### src/verilog/bfd_map.svh
// register offsets, field positions, reset values and timing for the block
`ifndef BFD_MAP_SVH
`define BFD_MAP_SVH

`define BFD_ADDR_W        7
`define BFD_OV_ADDR       7'h52
`define BFD_DLY1_ADDR     7'h53
`define BFD_DLY2_ADDR     7'h54

`define BFD_DATA_W        16
`define BFD_FLAG_W        14
`define BFD_RES_HI_MSB    15
`define BFD_RES_HI_LSB    14
`define BFD_IS_BRAKE_BIT  13
`define BFD_MS_BRAKE_BIT  12
`define BFD_LS_BRK_MSB    11
`define BFD_LS_BRK_LSB    8
`define BFD_SW_OV_MSB     7
`define BFD_SW_OV_LSB     0

`define BFD_CODE_W        6
`define BFD_OFF_MSB       13
`define BFD_OFF_LSB       8
`define BFD_ON_MSB        5
`define BFD_ON_LSB        0
`define BFD_NBRIDGE       2

`define BFD_WORD_RST      16'h0000
`define BFD_FLAGS_RST     14'h0000
`define BFD_CODE_RST      6'h00

// one delay code step, in picoseconds
`define BFD_DELAY_STEP_PS 53300

`endif

### src/verilog/bfd_pkg.sv
// shared types of the fault and delay status registers
`default_nettype none
package bfd_pkg;
	typedef logic [5:0]  bfd_code_t;
	typedef logic [15:0] bfd_word_t;
	typedef logic [13:0] bfd_flags_t;
	typedef enum logic [1:0] {
		BFD_SEL_NONE = 2'b00,
		BFD_SEL_OV   = 2'b01,
		BFD_SEL_DLY1 = 2'b10,
		BFD_SEL_DLY2 = 2'b11
	} bfd_sel_t;
endpackage
`default_nettype wire

### src/verilog/bfd_delay_reg.sv
// one half-bridge effective turn-on/turn-off delay register
`timescale 1ns/1ps
`default_nettype none
`include "bfd_map.svh"
module bfd_delay_reg
	import bfd_pkg::*;
(
	input  wire logic      sys_clk,      // system clock
	input  wire logic      rst_n,        // async reset, active low
	input  wire logic      soft_rst,     // soft reset pulse
	input  wire bfd_code_t turnon_code,  // measured turn-on code
	input  wire bfd_code_t turnoff_code, // measured turn-off code
	input  wire logic      upd,          // load new codes
	output var  bfd_word_t word          // register image
);
	bfd_code_t on_q, on_d;
	bfd_code_t off_q, off_d;

	// restart is not seen here: codes must survive it
	always_comb begin
		on_d  = on_q;
		off_d = off_q;
		if (soft_rst) begin
			on_d  = `BFD_CODE_RST;
			off_d = `BFD_CODE_RST;
		end else if (upd) begin
			on_d  = turnon_code;
			off_d = turnoff_code;
		end
	end

	always_ff @(posedge sys_clk or negedge rst_n) begin
		if (!rst_n) begin
			on_q  <= `BFD_CODE_RST;
			off_q <= `BFD_CODE_RST;
		end else begin
			on_q  <= on_d;
			off_q <= off_d;
		end
	end

	// reserved pairs are constant zero, no storage behind them
	assign word = {2'h0, off_q, 2'h0, on_q};
endmodule
`default_nettype wire

### src/verilog/bfd_status_regs.sv
// overvoltage flags and effective delay registers with read port
`timescale 1ns/1ps
`default_nettype none
`include "bfd_map.svh"
module bfd_status_regs
	import bfd_pkg::*;
(
	input  wire logic                    sys_clk,      // 40 MHz clock
	input  wire logic                    rst_n,        // power-on, low
	input  wire logic                    soft_rst,     // soft reset pulse
	input  wire logic                    restart,      // restart pulse
	input  wire bfd_flags_t              ov_event,     // detector hits
	input  wire logic [1:0]              dly_upd,      // per-bridge load
	input  wire logic [1:0][5:0]         turnon_code,  // per bridge
	input  wire logic [1:0][5:0]         turnoff_code, // per bridge
	input  wire logic                    rd_req,       // read strobe
	input  wire logic [`BFD_ADDR_W-1:0]  rd_addr,      // register offset
	output var  bfd_word_t               rd_data,      // read answer
	output var  logic                    rd_valid      // answer strobe
);
	bfd_flags_t flags_q, flags_d;
	bfd_word_t  rd_data_q, rd_data_d;
	logic       rd_valid_q, rd_valid_d;
	bfd_sel_t   sel;
	bfd_word_t  dly_word [`BFD_NBRIDGE];
	logic       ov_read;

	// one delay register per bridge
	genvar gi;
	generate
		for (gi = 0; gi < `BFD_NBRIDGE; gi++) begin : g_bridge
			bfd_delay_reg u_dly (
				.sys_clk      (sys_clk),
				.rst_n        (rst_n),
				.soft_rst     (soft_rst),
				.turnon_code  (turnon_code[gi]),
				.turnoff_code (turnoff_code[gi]),
				.upd          (dly_upd[gi]),
				.word         (dly_word[gi])
			);
		end
	endgenerate

	// address decode; unmapped offsets answer zero
	always_comb begin
		case (rd_addr)
		`BFD_OV_ADDR:   sel = BFD_SEL_OV;
		`BFD_DLY1_ADDR: sel = BFD_SEL_DLY1;
		`BFD_DLY2_ADDR: sel = BFD_SEL_DLY2;
		default:        sel = BFD_SEL_NONE;
		endcase
	end
	assign ov_read = rd_req && (sel == BFD_SEL_OV);

	// sticky flags: set beats the read clear so no hit is lost
	always_comb begin
		flags_d = flags_q;
		if (soft_rst) begin
			flags_d = `BFD_FLAGS_RST;
		end else begin
			if (ov_read) begin
				flags_d = `BFD_FLAGS_RST;
			end
			flags_d = flags_d | ov_event;
		end
		// restart deliberately has no term here
	end

	// read answer registered, one cycle after the strobe
	always_comb begin
		rd_valid_d = rd_req;
		rd_data_d  = rd_data_q;
		if (rd_req) begin
			case (sel)
			BFD_SEL_OV:   rd_data_d = {2'h0, flags_q};
			BFD_SEL_DLY1: rd_data_d = dly_word[0];
			BFD_SEL_DLY2: rd_data_d = dly_word[1];
			default:      rd_data_d = `BFD_WORD_RST;
			endcase
		end
	end

	always_ff @(posedge sys_clk or negedge rst_n) begin
		if (!rst_n) begin
			flags_q    <= `BFD_FLAGS_RST;
			rd_data_q  <= `BFD_WORD_RST;
			rd_valid_q <= 1'b0;
		end else begin
			flags_q    <= flags_d;
			rd_data_q  <= rd_data_d;
			rd_valid_q <= rd_valid_d;
		end
	end

	assign rd_data  = rd_data_q;
	assign rd_valid = rd_valid_q;
endmodule
`default_nettype wire
### config.mk
export PLATFORM = sky130hd
export DESIGN_NAME = bfd_status_regs
export DESIGN_NICKNAME = d
export VERILOG_FILES = /design/src/verilog/bfd_pkg.sv /design/src/verilog/bfd_delay_reg.sv /design/src/verilog/bfd_status_regs.sv
export VERILOG_INCLUDE_DIRS = /design/src /design/src/verilog
export SDC_FILE = /design/constraint.sdc
export NUM_CORES = 1
export LEC_CHECK = 0
export ABC_AREA = 1
export BUFFER_PORTS_ARGS = -buffer_cell sky130_fd_sc_hd__buf_4
export CORE_MARGIN = 10
export CORE_UTILIZATION = 42
export CTS_CLUSTER_SIZE = 25
export DETAILED_ROUTE_END_ITERATION = 10
export GPL_TIMING_DRIVEN = 0
export PLACE_DENSITY = 0.67
export SYNTH_ARGS = -nofsm -noshare
export SYNTH_HDL_FRONTEND = slang
export SYNTH_SLANG_ARGS = --single-unit
### constraint.sdc
create_clock -name sys_clk -period 0.8 [get_ports sys_clk]
set_input_delay 0.16 -clock sys_clk [delete_from_list [all_inputs] [get_ports sys_clk]]
set_output_delay 0.16 -clock sys_clk [all_outputs]
set_load 0.1 [all_outputs]
==> flow_metrics.tcl, run 1 <==
set metrics [dict create \
    status "complete, but fails checks" \
    violations "negative hold slack, negative setup slack" \
    slew_headroom_pct 56.5 \
    grt_pass1_vias 2241 \
    htree_levels 2 \
    numPortBuffers 64 \
    ys_seq_area_share_pct 54.3 \
    synth_area_um2 2440 \
    ys_warn_count 0 \
    drc 0 \
    switching_share_pct 24.5 \
    endpoint "rd_data[13]" \
    crit_slowest_cell "dfrtp_4" \
    synth_top_cell_by_area "dfrtp_1" \
    nets 429 \
    vias_per_cell 5.00 \
    crit_buf_inv 1 \
    final_common_cell "buf_4" \
    ant_nets 0 \
    initial_core_util_pct 43.8 \
    antenna_found_initial 0 \
    regToRegSetupSlack_ns -0.02 \
    grt_pass1_wl_mm 10.4 \
    startpoint_type "flop" \
    hold_violations 53 \
    ys_ff_latch 53 \
    max_freq_mhz 874 \
    vias 2250 \
    cap_viol_max_count 0 \
    synthTopCellsByArea "dfrtp_1, nand3_1, nand2_1, inv_1, o21ai_0" \
    grt_max_degree 54 \
    overflow 0 \
    tightest_slew_ns 0.653 \
    clk_latency_ns 0.31 \
    p_int_mw 4.46 \
    peakVddDrop_mv 0.911 \
    final.period_utilization_pct 143 \
    cts_tree "yes" \
    postSynthCellCount 282 \
    die-area_um2 9270 \
    hp-class "input pin to asynchronous set/reset pin" \
    p_clk_share_pct 35.7 \
    leakagePower_nw 1.85 \
    fill_cells 425 \
    r2r_end "rd_data[8]" \
    io_pins 69 \
    coreArea_um2 5570 \
    layout_common_cells "buf_4, nand3_1, dfrtp_1, nand2_1, nand3_2" \
    reg2reg_depth 4 \
    clock-skew-final_ns 0.00607 \
    rsz0062_at_grt "true" \
    wl_mm 7.12 \
    drt_iter0_drc 131 \
    p_seq_share_pct 49.2 \
    avgSynthCellArea_um2 8.67 \
    cts_buffers 5 \
    place_congestion 0.792 \
    p_total_mw 5.91 \
    clockRootBuffer "clkbuf_8" \
    die_w_um 96.3 \
    routedWlPerCell_um 15.8 \
    startpoint "rd_data[13]" \
    clkSinkCount 53 \
    critical_path_required_ns 0.64 \
    dpl.hpwl_mm 4.78 \
    placed_area_um2 3130 \
    setup_violations 32 \
    timing.final.ws_setup_ns -0.344 \
    p_sw_mw 1.45 \
    crit_fanout 2 \
    cts.path.max_buffers 2 \
    combPwrFrac_pct 15.1 \
    whs_ns -0.134 \
    final_area_um2 3940 \
    slew_viol_final 0 \
    crit_cells 1 \
    clkTransAtPathRegs_ns 0.10 \
    firstDrtPassIters 4 \
    end_kind "output pin" \
    synth_top_area_share_pct 54.3 \
    syn_to_final_growth_pct 61.0 \
    crit_chain "buf_12" \
    worst_r2r_startpoint "g_bridge[1].u_dly.off_q[0]" \
    p_per_area_nw_per_um2 1500 \
    path_delay_family "flip-flops" \
    diodes 0 \
    rows 27 \
    min_period_ns 1.14 \
    synth_cell_type_count 22 \
    drive_gt1_share_pct 49.2 \
    die_y_um 96.3 \
    grt.total_usage_pct 14.0 \
    cpPeakStageDelay_ns 0.50 \
    cp.arrival_ns 0.98 \
    crit_type "flop to output pin" \
]
==> synth_stat cells (all sizes together) <==
master  count
a21oi      14
buf        15
clkbuf      4
conb        1
dfrtp      53
inv        32
nand2      44
nand3      73
nor2       18
o21ai      26
or2         2
==> worst min path at each step <==
stage / from / end / slack (ns) / depth (start not counted)
floorplan: rst_n / flags_q[0] / -0.14 / 0
global placement: rst_n / rd_data[6] / 0.23 / 1
detailed placement: rst_n / rd_data[7] / 0.24 / 1
CTS: rst_n / rd_data[6] / -0.1 / 1
global route: rst_n / rd_data[7] / -0.08 / 1
finish: rst_n / rd_data[7] / -0.13 / 1
==> final cells by class <==
class	count	area, um2	area share [%]
inverters	32	140	3.56
clock inverters	3	65.1	1.65
well taps	72	90.1	2.29
clock buffers	5	68.8	1.75
plain buffers	19	173	4.39
repair buffers	87	886	22.5
multi-input cells	179	1130	28.7
flip-flops and latches	53	1380	35.1
==> layer usage <==
layer | wire (um) | up-vias | track usage (%)
met2 | 3580 | 65 | 24.1
met3 | 439 | 11 | 3.35
met1 | 2950 | 1066 | 17.4
met5 | 0 | - | 0
met4 | 141 | 0 | 2.58
li1 | - | 1108 | -
==> logic make-up after synthesis <==
| logic type | Yosys count | share of synthesized area, % |
|---|---|---|
| buffers and inverters | 51 | 9.37 |
| other | 1 | 0.153 |
| DFF | 53 | 54.3 |
| AOI/OAI and AO/OA | 40 | 9.42 |
| and+or+nand+nor | 137 | 26.8 |
==> stage by stage <==
step / setup WS, ns / std cells / util (%) / TNS (ns)
after floorplan: -0.136 / 283 / - / -2.43
after CTS: -0.347 / 434 / 63.3 / -5.14
final: -0.344 / 450 / 70.6 / -5.60
after global routing: -0.369 / 450 / 70.6 / -6.84
after detailed placement: -0.398 / 419 / 56.1 / -12.73
after global placement: -0.397 / 419 / 56.1 / -12.26
==> registers in the layout (all words and copies together) (netlist names) <==
name,count
rd_data,14
g_bridge.u_dly.on_q,12
g_bridge.u_dly.off_q,12
flags_q,14
rd_valid,1
==> power by group through the flow <==
stage	Sequential, mW	Combinational [mW]	Clock [mW]
final	2.91	0.891	2.11
after global routing	2.92	0.975	2.22
after CTS	2.89	0.772	2.14
after detailed placement	2.94	0.725	0
after global placement	2.94	0.714	0
after floorplan	2.96	0.340	0
==> repair_timing <==
| action | in CTS | in global routing |
|---|---|---|
| setup buffers | 6 | 15 |
| resized for setup | 54 | 61 |
| setup endpoints to repair | 35 | 40 |
| pin swaps | 8 | 39 |
| hold endpoints to repair | 53 | 53 |
| cloned | 1 | 1 |
No activity file was read; power rests on OpenSTA's default activity.
==> run 2: changes to the inputs <==
--- a/config.mk
+++ b/config.mk
@@ -14,6 +14,7 @@
 export DETAILED_ROUTE_END_ITERATION = 10
 export GPL_TIMING_DRIVEN = 0
 export PLACE_DENSITY = 0.67
+export SETUP_SLACK_MARGIN = 0.2
 export SYNTH_ARGS = -nofsm -noshare
 export SYNTH_HDL_FRONTEND = slang
 export SYNTH_SLANG_ARGS = --single-unit
==> flow_metrics.tcl, run 2 (synthesis results as in run 1) <==
set metrics [dict create \
    status "complete, but fails checks" \
    violations "negative hold slack, negative setup slack" \
    worst_r2r_startpoint "g_bridge[1].u_dly.off_q[0]" \
    p_seq_share_pct 51.2 \
    slew_viol_final 0 \
    drt_iter0_drc 119 \
    leakagePower_nw 1.86 \
    firstDrtPassIters 4 \
    critical_path_required_ns 0.64 \
    diodes 0 \
    reg2reg_depth 4 \
    cts_tree "yes" \
    crit_buf_inv 1 \
    io_pins 69 \
    clkSinkCount 53 \
    grt.total_usage_pct 15.3 \
    crit_slowest_cell "dfrtp_4" \
    cts_buffers 5 \
    rows 27 \
    cp.arrival_ns 0.98 \
    fill_cells 412 \
    tightest_slew_ns 0.658 \
    die-area_um2 9270 \
    whs_ns -0.119 \
    ant_nets 0 \
    layout_common_cells "buf_4, nand3_2, nand2_1, dfrtp_1, nand3_1" \
    initial_core_util_pct 43.8 \
    hold_violations 53 \
    clk_latency_ns 0.30 \
    wl_mm 7.25 \
    drc 0 \
    drive_gt1_share_pct 54.7 \
    rsz0062_at_grt "true" \
    p_total_mw 5.69 \
    max_freq_mhz 879 \
    endpoint "rd_data[7]" \
    crit_type "flop to output pin" \
    die_y_um 96.3 \
    grt_max_degree 54 \
    grt_pass1_vias 2293 \
    routedWlPerCell_um 16.2 \
    setup_violations 22 \
    p_clk_share_pct 32.4 \
    final_common_cell "buf_4" \
    timing.final.ws_setup_ns -0.337 \
    htree_levels 2 \
    syn_to_final_growth_pct 64.2 \
    die_w_um 96.3 \
    combPwrFrac_pct 16.4 \
    crit_fanout 2 \
    p_per_area_nw_per_um2 1420 \
    cts.path.max_buffers 2 \
    layoutNonFillerInstCount 447 \
    r2r_end "rd_data[8]" \
    final.period_utilization_pct 142 \
    numPortBuffers 64 \
    clock-skew-final_ns 0.0106 \
    min_period_ns 1.14 \
    end_kind "output pin" \
    p_int_mw 4.26 \
    cpPeakStageDelay_ns 0.50 \
    clkTransAtPathRegs_ns 0.09 \
    hp-class "input pin to asynchronous set/reset pin" \
    coreArea_um2 5570 \
    path_delay_family "flip-flops" \
    startpoint "rd_data[7]" \
    grt_pass1_wl_mm 11.2 \
    antenna_found_initial 0 \
    place_congestion 0.785 \
    slew_headroom_pct 56.2 \
    clockRootBuffer "clkbuf_8" \
    overflow 0 \
    cap_viol_max_count 0 \
    preCtsSetupSlack_ns -0.425 \
    startpoint_type "flop" \
    dpl.hpwl_mm 4.91 \
    peakVddDrop_mv 1.03 \
    crit_chain "buf_12" \
    regToRegSetupSlack_ns -0.02 \
    p_sw_mw 1.43 \
    nets 426 \
    vias_per_cell 5.06 \
    vias 2264 \
    final_util_pct 72.0 \
    crit_cells 1 \
    switching_share_pct 25.1 \
    dp_cells 419 \
]
[run 2: area by class of cell]
type                       count  area, um2  share of cell area, %
clock inverter                 1       30.0                  0.749
buffer                        19        181                   4.52
inverter                      32        145                   3.62
multi-input combinational    179       1180                   29.4
tap                           72       90.1                   2.25
timing repair buffer          84        918                   22.9
sequential                    53       1380                   34.5
clock buffer                   7       86.3                   2.15
[run 2: through the flow]
stage	instance area, um2	hold slack [ns]	setup TNS [ns]
after floorplan	2560	-0.136	-2.54
after global placement	3140	0.233	-12.10
after detailed placement	3140	0.228	-13.09
after CTS	3830	-0.0927	-5.00
after global routing	4010	-0.0813	-6.29
final	4010	-0.119	-5.10
[run 2: power groups by stage]
stage	clock, mW	sequential [mW]	combinational [mW]
2_1_floorplan	0	2.96	0.345
3_3_place_gp	0	2.93	0.724
3_5_place_dp	0	2.94	0.734
4_1_cts	1.85	2.90	0.866
5_1_grt	1.98	2.92	1.02
6_report	1.84	2.91	0.936
[run 2: repair_timing]
action / 4_1_cts / 5_1_grt
cloned: 2 / 0
buffers inserted: 12 / 6
pin swaps: 70 / 15
gates resized for setup: 117 / 38
endpoints found under the setup margin: 67 / 67
hold endpoints to repair: 53 / 53
[run 2: worst min path at each step]
stage	cells after the start	slack (ns)	end	start
2_1_floorplan	0	-0.14	flags_q[0]	rst_n
3_3_place_gp	1	0.23	rd_data[6]	rst_n
3_5_place_dp	1	0.23	rd_data[6]	rst_n
4_1_cts	1	-0.09	rd_data[6]	rst_n
5_1_grt	1	-0.08	rd_data[6]	rst_n
6_report	1	-0.12	rd_data[0]	rst_n
[run 2: layer usage]
layer	wire, um	part of all wire (%)	track usage, %
met5	0	0	0
met4	46	0.63	1.84
met3	348	4.8	3.89
met2	3790	52	26.3
met1	3070	42	19.2
==> run 3: changes to the inputs <==
--- a/config.mk
+++ b/config.mk
@@ -9,11 +9,11 @@
 export ABC_AREA = 1
 export BUFFER_PORTS_ARGS = -buffer_cell sky130_fd_sc_hd__buf_4
 export CORE_MARGIN = 10
-export CORE_UTILIZATION = 42
+export CORE_UTILIZATION = 47
 export CTS_CLUSTER_SIZE = 25
 export DETAILED_ROUTE_END_ITERATION = 10
 export GPL_TIMING_DRIVEN = 0
-export PLACE_DENSITY = 0.67
+export PLACE_DENSITY = 0.73
 export SETUP_SLACK_MARGIN = 0.2
 export SYNTH_ARGS = -nofsm -noshare
 export SYNTH_HDL_FRONTEND = slang
==> flow_metrics.tcl, run 3 (synthesis results as in run 1) <==
set metrics [dict create \
    max_freq_mhz 866 \
    cp.arrival_ns 0.99 \
    crit_chain "buf_12" \
    setup_violations 37 \
    ant_nets 0 \
    wl_mm 8.14 \
    syn_to_final_growth_pct 65.9 \
    drt_iter0_drc 190 \
    end_kind "output pin" \
    clkSinkCount 53 \
    final_common_cell "buf_4" \
    layout_common_cells "buf_4, nand3_2, dfrtp_1, nand3_1, nand2_1" \
    seqCellArea_um2 1380 \
    timing.final.ws_setup_ns -0.355 \
    clk_latency_ns 0.31 \
    cts.path.max_buffers 2 \
    nets 431 \
    dp_cells 417 \
    die_w_um 92.1 \
    p_sw_mw 1.52 \
    crit_buf_inv 1 \
    hold_violations 53 \
    vias 2409 \
    startpoint_type "flop" \
    clock-skew-final_ns 0.00853 \
    die-area_um2 8480 \
    rows 26 \
    cts_buffers 5 \
    coreArea_um2 5070 \
    io_pins 69 \
    slew_viol_final 0 \
    placed_area_um2 3130 \
    htree_levels 2 \
    firstDrtPassIters 4 \
    clockRootBuffer "clkbuf_8" \
    numPortBuffers 64 \
    leakagePower_nw 1.89 \
    slew_headroom_pct 55.8 \
    dpl.hpwl_mm 4.92 \
    min_period_ns 1.15 \
    grt_pass1_vias 2440 \
    vias_per_cell 5.35 \
    multi_input_area_um2 1210 \
    path_delay_family "flip-flops" \
    drc 0 \
    cap_viol_max_count 0 \
    rsz0062_at_grt "true" \
    die_y_um 92.1 \
    drive_gt1_share_pct 58.4 \
    final.period_utilization_pct 144 \
    routedWlPerCell_um 18.1 \
    overflow 0 \
    grt_pass1_wl_mm 11.9 \
    peakVddDrop_mv 0.852 \
    combPwrFrac_pct 18.1 \
    grt.total_usage_pct 17.1 \
    crit_fanout 2 \
    p_clk_share_pct 27.7 \
    crit_type "flop to output pin" \
    critical_path_required_ns 0.64 \
    clkTransAtPathRegs_ns 0.09 \
    layoutNonFillerInstCount 450 \
    status "complete, but fails checks" \
    whs_ns -0.126 \
    final_area_um2 4050 \
    fill_cells 327 \
    diodes 0 \
    p_per_area_nw_per_um2 1330 \
    grt_max_degree 54 \
    place_congestion 0.797 \
    p_seq_share_pct 54.3 \
    cts_tree "yes" \
    antenna_found_initial 0 \
    initial_core_util_pct 48.2 \
    final_util_pct 79.9 \
    hp-class "input pin to asynchronous set/reset pin" \
    crit_slowest_cell "dfrtp_4" \
    switching_share_pct 28.3 \
    p_total_mw 5.38 \
    tightest_slew_ns 0.663 \
    cpPeakStageDelay_ns 0.51 \
    violations "negative hold slack, negative setup slack" \
    p_int_mw 3.86 \
]
==> run 3: cell types whose count changed in the layout (fill, tap and decap cells not counted), moves of 2 or more <==
cell / change
buf_6: +6
o21ai_1: -6
o21ai_2: +6
nand2_1: -5
nand2_2: +5
inv_2: +4
buf_8: -2
clkinv_2: +2
inv_1: -2
inv_4: -2
==> run 3: routing by layer <==
layer	up-vias	routed length, um	track usage (%)
li1	1110	-	-
met1	1180	3250	20.7
met2	102	4260	29.5
met3	17	471	3.67
met4	0	157	5.66
met5	-	0	0
==> run 3: worst paths after layout <==
check / slack [ns] / endpoint / from / cells past startpoint
hold reg to reg: 0.54 / g_bridge[1].u_dly.off_q[3] / g_bridge[1].u_dly.off_q[3] / 2
setup / recovery: -0.35 / rd_data[13] / rd_data[13] / 1
hold / removal: -0.13 / rd_data[5] / rst_n / 1
min in group sys_clk: 0.02 / rd_valid / rd_req / 1
setup reg to reg: -0.06 / rd_data[8] / g_bridge[1].u_dly.off_q[0] / 4
max in group asynchronous: 0.42 / rd_data[10] / rst_n / 1
==> run 3: final cells by class <==
class	count	share of cell area [%]
sequential	53	34.1
multi-input combinational	179	29.9
timing repair buffer	89	23.9
buffer	19	4.38
inverter	32	3.46
tap	70	2.16
clock buffer	5	1.70
clock inverter	3	0.432
==> run 3: stage by stage <==
stage | setup TNS, ns | setup slack, ns | hold WS (ns)
after detailed placement | -12.72 | -0.410 | 0.232
final | -5.78 | -0.355 | -0.126
after CTS | -5.17 | -0.342 | -0.0969
after global routing | -7.09 | -0.369 | -0.0798
after floorplan | -2.54 | -0.136 | -0.136
after global placement | -12.00 | -0.399 | 0.228
==> run 3: repair_timing <==
action                                 4_1_cts  5_1_grt
setup endpoints to repair                   67       67
endpoints found under the hold margin       53       53
resized for setup                          109       62
pin swaps                                   57       31
setup buffers                               14        6
gates cloned                                 4        1
==> run 3: power by group through the flow <==
stage	combinational, mW	clock [mW]	sequential, mW
6_report	0.974	1.49	2.92
5_1_grt	1.05	1.59	2.93
4_1_cts	0.866	1.47	2.90
3_5_place_dp	0.732	0	2.94
3_3_place_gp	0.717	0	2.94
2_1_floorplan	0.345	0	2.96
